### src/include/lcg_pkg.sv
package lcg_pkg;

  // Register map, byte addresses on the plain register port
  localparam logic [7:0]  LCG_ADDR_DEVICE_IDENTIFICATION = 8'h00;
  localparam logic [7:0]  LCG_ADDR_UNIQUE_ID_LO          = 8'h04;
  localparam logic [7:0]  LCG_ADDR_UNIQUE_ID_HI          = 8'h08;
  localparam logic [7:0]  LCG_ADDR_LIFECYCLE_STATUS      = 8'h0C;
  localparam logic [7:0]  LCG_ADDR_BOOT_CONTROL          = 8'h10;

  // Identification word layout
  localparam int          LCG_REV_MSB                    = 31;
  localparam int          LCG_REV_LSB                    = 28;
  localparam int          LCG_FIXED_MSB                  = 27;
  localparam int          LCG_FIXED_LSB                  = 0;

  // Status register layout
  localparam int          LCG_STAT_STATE_LSB             = 0;
  localparam int          LCG_STAT_ENGINE_BIT            = 4;
  localparam int          LCG_STAT_AUTH_BIT              = 5;
  localparam int          LCG_STAT_BOOT_LSB              = 8;

  // Boot control register bits
  localparam int          LCG_CTRL_PASS_BIT              = 0;
  localparam int          LCG_CTRL_FAIL_BIT              = 1;

  localparam logic [31:0] LCG_RDATA_RESET                = 32'h0000_0000;
  localparam logic [63:0] LCG_UID_RESET                  = 64'h0000_0000_0000_0000;

  typedef enum logic [3:0] {
    LCG_FAB_STATE          = 4'h1,
    LCG_SECURITY_OFF_STATE = 4'h2,
    LCG_PROVISIONING_STATE = 4'h4,
    LCG_SECURED_STATE      = 4'h8
  } lcg_life_type;

  typedef enum logic [3:0] {
    LCG_BOOT_ROM       = 4'h1,
    LCG_BOOT_VERIFY    = 4'h2,
    LCG_BOOT_LOADER    = 4'h4,
    LCG_BOOT_SUSPENDED = 4'h8
  } lcg_boot_type;

endpackage : lcg_pkg

### src/rtl/lcg_id_rom.sv
`timescale 1ns/10ps
// Small identity store; read data registered
module lcg_id_rom
  import lcg_pkg::*;
#(
  parameter logic [3:0]  PRODUCT_REVISION = 4'h1,
  parameter logic [27:0] PRODUCT_FIXED    = 28'h000_0ABC  // Arbitrary value
) (
  input  wire logic        ref_clk_i,
  input  wire logic        sys_rst_i,
  input  wire logic [1:0]  sel_i,
  input  wire logic [63:0] unique_id_i,
  output logic      [31:0] rdata_o
);

  typedef struct packed {
    logic [31:0] rdata;
  } lcg_rom_state_type;

  lcg_rom_state_type st_q;
  lcg_rom_state_type st_d;

  always_comb begin
    st_d = st_q;
    unique case (sel_i)
      2'h0:    st_d.rdata = {PRODUCT_REVISION, PRODUCT_FIXED};
      2'h1:    st_d.rdata = unique_id_i[31:0];
      default: st_d.rdata = unique_id_i[63:32];
    endcase
  end

  always_ff @(posedge ref_clk_i or posedge sys_rst_i) begin
    if (sys_rst_i) begin
      st_q <= '{rdata: LCG_RDATA_RESET};
    end else begin
      st_q <= st_d;
    end
  end

  assign rdata_o = st_q.rdata;

endmodule : lcg_id_rom

### src/rtl/lcg_lifecycle_gate.sv
`timescale 1ns/10ps
////////////////////////////////////////////////////////////////////////////////
// Function
// - A read-only 32-bit identification register names the product and revision.
// - Its bits 31..28 hold the revision and bits 27..0 a fixed product value.
// - A 64-bit per-chip identifier from one-time storage is readable.
// - Until the option bits are taken the state reads as the fab state.
// - A bonded bit picks security-off or provisioning and software cannot change it.
// - In the security-off state the security engine stays disabled.
// - Provisioning allows the engine, and the secure-boot fuse moves it to secured.
// - Authenticated boot is enabled towards the boot ROM only in the secured state.
// - Each selector is a single bit with no other encodings.
// - Bonded and fused parameters can never be cleared or rewritten.
// - After reset the boot ROM runs first; only in the secured state does it check the loader before handing over.
// - A failed check suspends boot instead of running the image.
module lcg_lifecycle_gate
  import lcg_pkg::*;
#(
  parameter logic [3:0]  PRODUCT_REVISION = 4'h1,
  parameter logic [27:0] PRODUCT_FIXED    = 28'h000_0ABC  // Arbitrary value
) (
  input  wire logic        ref_clk_i,
  input  wire logic        sys_rst_i,
  input  wire logic        bond_secure_i,
  input  wire logic        otp_secure_boot_i,
  input  wire logic [63:0] otp_unique_id_i,
  input  wire logic [7:0]  reg_addr_i,
  input  wire logic [31:0] reg_wdata_i,
  input  wire logic        reg_wr_i,
  input  wire logic        reg_rd_i,
  output logic      [31:0] reg_rdata_o,
  output logic      [3:0]  life_state_o,
  output logic             engine_enable_o,
  output logic             auth_boot_enable_o,
  output logic             boot_rom_active_o,
  output logic             loader_release_o,
  output logic             boot_suspended_o
);

  ////////////////////////////////////////////////////////////////////////////////
  typedef struct packed {
    logic         captured;
    lcg_life_type life;
    logic         engine_en;
    logic         auth_en;
    lcg_boot_type boot;
    logic         rom_active;
    logic         loader_rel;
    logic         suspended;
    logic         rd_pend;
    logic         rd_rom;
    logic [31:0]  rd_local;
    logic [63:0]  uid;
  } lcg_state_type;

  lcg_state_type st_q;
  lcg_state_type st_d;
  logic [1:0]    rom_sel;
  logic [31:0]   rom_rdata;
  logic          hit_ctrl;

  ////////////////////////////////////////////////////////////////////////////////
  always_comb begin
    rom_sel = (reg_addr_i == LCG_ADDR_UNIQUE_ID_LO) ? 2'h1 :
              (reg_addr_i == LCG_ADDR_UNIQUE_ID_HI) ? 2'h2 : 2'h0;
    hit_ctrl = reg_wr_i && (reg_addr_i == LCG_ADDR_BOOT_CONTROL);
  end

  always_comb begin
    st_d = st_q;
    // Sampled once at the first edge after release; nothing reopens it
    if (!st_q.captured) begin
      st_d.captured = 1'b1;
      st_d.uid      = otp_unique_id_i;
      // Single-bit selectors: every combination decodes to a legal state
      if (!bond_secure_i) begin
        st_d.life = LCG_SECURITY_OFF_STATE;
      end else if (otp_secure_boot_i) begin
        st_d.life = LCG_SECURED_STATE;
      end else begin
        st_d.life = LCG_PROVISIONING_STATE;
      end
      st_d.engine_en = bond_secure_i;
      st_d.auth_en   = bond_secure_i && otp_secure_boot_i;
      st_d.boot      = (bond_secure_i && otp_secure_boot_i) ? LCG_BOOT_VERIFY
                                                            : LCG_BOOT_LOADER;
    end
    // Boot ROM reports its verdict; only meaningful while verifying
    unique case (st_q.boot)
      LCG_BOOT_VERIFY: begin
        if (hit_ctrl && reg_wdata_i[LCG_CTRL_FAIL_BIT]) begin
          st_d.boot = LCG_BOOT_SUSPENDED;
        end else if (hit_ctrl && reg_wdata_i[LCG_CTRL_PASS_BIT]) begin
          st_d.boot = LCG_BOOT_LOADER;
        end
      end
      LCG_BOOT_ROM, LCG_BOOT_LOADER, LCG_BOOT_SUSPENDED: begin
        // Suspension is terminal until reset
      end
      default: st_d.boot = LCG_BOOT_SUSPENDED;
    endcase
    // Boot decodes kept in flops so the pins never glitch
    st_d.rom_active = (st_d.boot == LCG_BOOT_ROM) || (st_d.boot == LCG_BOOT_VERIFY);
    st_d.loader_rel = (st_d.boot == LCG_BOOT_LOADER);
    st_d.suspended  = (st_d.boot == LCG_BOOT_SUSPENDED);
    // No write path touches life, enables or uid after capture
    st_d.rd_pend  = reg_rd_i;
    st_d.rd_rom   = (reg_addr_i == LCG_ADDR_DEVICE_IDENTIFICATION) ||
                    (reg_addr_i == LCG_ADDR_UNIQUE_ID_LO) ||
                    (reg_addr_i == LCG_ADDR_UNIQUE_ID_HI);
    st_d.rd_local = LCG_RDATA_RESET;
    if (reg_addr_i == LCG_ADDR_LIFECYCLE_STATUS) begin
      st_d.rd_local[LCG_STAT_STATE_LSB +: 4] = st_q.life;
      st_d.rd_local[LCG_STAT_ENGINE_BIT]     = st_q.engine_en;
      st_d.rd_local[LCG_STAT_AUTH_BIT]       = st_q.auth_en;
      st_d.rd_local[LCG_STAT_BOOT_LSB +: 4]  = st_q.boot;
    end
  end

  always_ff @(posedge ref_clk_i or posedge sys_rst_i) begin
    if (sys_rst_i) begin
      st_q <= '{captured:  1'b0,
                life:      LCG_FAB_STATE,
                engine_en: 1'b0,
                auth_en:   1'b0,
                boot:       LCG_BOOT_ROM,
                rom_active: 1'b1,
                loader_rel: 1'b0,
                suspended:  1'b0,
                rd_pend:   1'b0,
                rd_rom:    1'b0,
                rd_local:  LCG_RDATA_RESET,
                uid:       LCG_UID_RESET};
    end else begin
      st_q <= st_d;
    end
  end

  ////////////////////////////////////////////////////////////////////////////////
  lcg_id_rom #(
    .PRODUCT_REVISION (PRODUCT_REVISION),
    .PRODUCT_FIXED    (PRODUCT_FIXED)
  ) u_id_rom (
    .ref_clk_i   (ref_clk_i),
    .sys_rst_i   (sys_rst_i),
    .sel_i       (rom_sel),
    .unique_id_i (st_q.uid),
    .rdata_o     (rom_rdata)
  );

  // Read data only in the cycle after the strobe; zero otherwise
  assign reg_rdata_o        = !st_q.rd_pend ? LCG_RDATA_RESET :
                              (st_q.rd_rom ? rom_rdata : st_q.rd_local);
  assign life_state_o       = st_q.life;
  assign engine_enable_o    = st_q.engine_en;
  assign auth_boot_enable_o = st_q.auth_en;
  assign boot_rom_active_o  = st_q.rom_active;
  assign loader_release_o   = st_q.loader_rel;
  assign boot_suspended_o   = st_q.suspended;

endmodule : lcg_lifecycle_gate

### config.mk
export PLATFORM = sky130hd
export DESIGN_NAME = lcg_lifecycle_gate
export DESIGN_NICKNAME = d
export VERILOG_FILES = /design/src/include/lcg_pkg.sv /design/src/rtl/lcg_id_rom.sv /design/src/rtl/lcg_lifecycle_gate.sv
export SDC_FILE = /design/constraint.sdc
export NUM_CORES = 1
export LEC_CHECK = 0
export ABC_AREA = 1
export BUFFER_PORTS_ARGS = -buffer_cell sky130_fd_sc_hd__buf_2
export CORE_AREA = 4 4 145 105
export CTS_CLUSTER_SIZE = 14
export DETAILED_ROUTE_END_ITERATION = 16
export DIE_AREA = 0 0 149 109
export SYNTH_ARGS = -nofsm -noshare
export SYNTH_HDL_FRONTEND = slang
export SYNTH_HIERARCHICAL = 1
export SYNTH_SLANG_ARGS = --single-unit
### constraint.sdc
create_clock -name ref_clk_i -period 9 [get_ports ref_clk_i]
set_input_delay 1.8 -clock ref_clk_i [delete_from_list [all_inputs] [get_ports ref_clk_i]]
set_output_delay 1.8 -clock ref_clk_i [all_outputs]
set_load 0.005 [all_outputs]
==> flow_metrics.env <==
export IMPL_finClkSkew_ns=0.006215
export IMPL_io_pin_count=151
export IMPL_arrival_ns=2.21
export IMPL_worst_pin_slew_ns=0.9726
export IMPL_yosysMostFrequentCell="nand2_1"
export IMPL_drv_slew=0
export IMPL_fin_crit_ns=4.012
export IMPL_post_cts_resized=0
export IMPL_p_comb_share_pct=8.4
export IMPL_dpl_cell_area_mm2=0.005717
export IMPL_pwr_share_clk_pct=49.5
export IMPL_synth_xor_area_share_pct=0
export IMPL_worst_ep_required_time_ns=7.20
export IMPL_port_buffers=120
export IMPL_grt_max_degree=73
export IMPL_drt_iter0_markers=200
export IMPL_timing_hold_ws_ns=0.4662
export IMPL_finalHoldViolCount=0
export IMPL_final_area_mm2=0.006336
export IMPL_cts_sinks=120
export IMPL_dieArea_mm2=0.01624
export IMPL_rsz0062_at_grt="no"
export IMPL_worst_setup_path_type="flop to primary output"
export IMPL_startpoint_type="flop"
export IMPL_synth_area_mm2=0.005024
export IMPL_ir_drop_uv=128.3
export IMPL_seq_area_frac_synth_pct=59.85
export IMPL_diodes=0
export IMPL_grt_pass1_vias=4227
export IMPL_ys_flop_type="dfrtp_1"
export IMPL_post_drt_wl_per_cell_um=13.59
export IMPL_hold_buffers=0
export IMPL_cts_buffer_depth=2
export IMPL_critPathMaxFanout=22
export IMPL_ys_warn_count=6
export IMPL_cts_buffers=17
export IMPL_power_total_mw=1.434
export IMPL_fmax_mhz=249.3
export IMPL_syn_nets=709
export IMPL_max_cap_violations=0
export IMPL_clkLatencyLatePin_ns=0.40
export IMPL_cts_max_level=4
export IMPL_swShare_pct=22.82
export IMPL_grt_antenna_before_repair=0
export IMPL_pwr_density_cell_mw_per_mm2=226.4
export IMPL_synth_compound_area_share_pct=2.291
export IMPL_drcViolationCount=0
export IMPL_finalCritPeriodShare_pct=44.57
export IMPL_grt_pass1_wl_mm=20.49
export IMPL_finalSetupViolCount=0
export IMPL_placedCellCount=884
export IMPL_synthMuxAreaShare_pct=0
export IMPL_syn_inst=599
export IMPL_yosysTopAreaCellShare_pct=58.28
export IMPL_path_clk_slew_ns=0.05
export IMPL_cts_tree="built"
export IMPL_fin_nets=823
export IMPL_synthTopCellsByArea="dfrtp_1, nand2_1, nor2_1, inv_1, nand3_1"
export IMPL_cts_root_buffer="clkbuf_16"
export IMPL_p_int_mw=1.107
export IMPL_nFillCells=1383
export IMPL_avgSynthCellArea_um2=8.387
export IMPL_synth_top_family_by_area="simple AND/OR/NAND/NOR gates"
export IMPL_worstSetupEndpointType="primary output"
export IMPL_core_mm2=0.01378
export IMPL_num_rows=36
export IMPL_synth_common_cells="nand2_1, dfrtp_1, nor2_1"
export IMPL_place_hpwl_mm=8.371
export IMPL_synth_fa_ha_area_share_pct=0
export IMPL_totalWireLength_mm=12.42
export IMPL_die_h_um=109
export IMPL_yosysUniqueCellTypes=26
export IMPL_fin_setup_tns_ns=0
export IMPL_area_growth_pct=26.13
export IMPL_leakage_nw=3.442
export IMPL_gp_congestion=0.7923
export IMPL_hold_path_class="flop to flop"
export IMPL_start_util_pct=36.45
export IMPL_vias_per_cell=4.347
export IMPL_ant_nets=0
export IMPL_layout_drive_gt1_share_pct=25.14
export IMPL_synth_edff_count=0
export IMPL_synth_top_area_cell="dfrtp_1"
export IMPL_vias=3973
export IMPL_outcome="finished clean"
export IMPL_first_pass_iters=4
export IMPL_async_flop_share_pct=100.0
export IMPL_grt_usage_pct=16.33
export IMPL_grt_overflow=0
export IMPL_yosys_area_share_simple_pct=29.96
export IMPL_relSlewSlack_pct=35.01
export IMPL_seq_power_share_pct=42.1
export IMPL_die_w_um=149
export IMPL_ys_ff_latch=120
export IMPL_post_cts_buffers=0
export IMPL_p_switching_uw=327.3
export IMPL_fin_cells=914
==> cell type report <==
class / count / area, µm² / area share, %
Multi-Input combinational cell: 397 / 1629 / 25.71
Inverter: 52 / 203.9 / 3.219
Timing Repair Buffer: 125 / 638.1 / 10.07
Clock inverter: 8 / 145.1 / 2.291
Tap cell: 190 / 237.7 / 3.752
Clock buffer: 22 / 474.2 / 7.484
Sequential cell: 120 / 3008 / 47.47
==> through the flow <==
| step | setup slack (ns) | util, % |
|---|---|---|
| floorplan | 4.926 | - |
| detailed placement | 5.387 | 41.48 |
| global placement | 5.447 | 41.48 |
| global route | 4.826 | 45.97 |
| finish | 4.988 | 45.97 |
| CTS | 5.009 | 45.97 |
==> placed cells by master (no fill, tap or decap), types with 2 or more instances in the layout <==
cell / synthesis / layout
nor2_2: 3 / 3
clkbuf_8: 0 / 3
dfrtp_1: 117 / 116
clkbuf_1: 12 / 2
buf_2: 7 / 120
nor2_1: 51 / 51
inv_2: 3 / 3
nand3_1: 22 / 22
clkinvlp_4: 0 / 2
o21a_1: 2 / 2
clkinv_2: 0 / 3
nand2_1: 283 / 283
o21ai_0: 16 / 16
clkbuf_16: 0 / 17
nand2_2: 11 / 11
buf_4: 6 / 5
dfstp_2: 3 / 3
bufinv_16: 0 / 4
inv_1: 47 / 46
==> power groups by stage <==
stage	registers (mW)	clock network, mW	logic [mW]
finish	0.603	0.710	0.121
global route	0.609	0.748	0.140
CTS	0.603	0.724	0.124
detailed placement	0.612	0	0.123
global placement	0.611	0	0.119
floorplan	0.607	0	0.0798
==> cell families (layout without fill, tap and decap cells) <==
family,count (synthesis),count (layout)
other,1,1
and+or+nand+nor,375,375
buffers and inverters,82,207
AOI/OAI and AO/OA,21,21
DFF,120,120
==> sequential cells by signal, summed over array words and instances, names as in the netlist <==
register           cells
boot_suspended_o       1
loader_release_o       1
life_state_o           4
boot_rom_active_o      1
engine_enable_o        1
st_q                  80
u_id_rom/rdata_o      32
==> critical path, cell delays in order (launching register included) <==
cell,delay [ns]
dfrtp_1,0.58
nand2_1,0.67
nor2_1,0.39
buf_2,0.17
==> path summary, 6_finish.rpt <==
check | start | depth (start not counted) | endpoint | slack, ns
worst min-delay path | life_state_o[0] | 2 | life_state_o[0] | 0.47
max in group asynchronous | sys_rst_i | 3 | st_q[111] | 6.40
min in group asynchronous | sys_rst_i | 2 | st_q[44] | 1.50
worst max register to register | st_q[111] | 7 | loader_release_o | 7.29
worst min register to register | life_state_o[0] | 2 | life_state_o[0] | 0.47
worst max-delay path | st_q[96] | 3 | reg_rdata_o[27] | 4.99
==> layer usage <==
layer / part of all wire, % / GRT usage (%)
met5: 0 / 0
met4: 1.1 / 5.813
met3: 6.5 / 4.071
met2: 43 / 24.72
met1: 49 / 22.99
(Power assumes the default switching activity.)
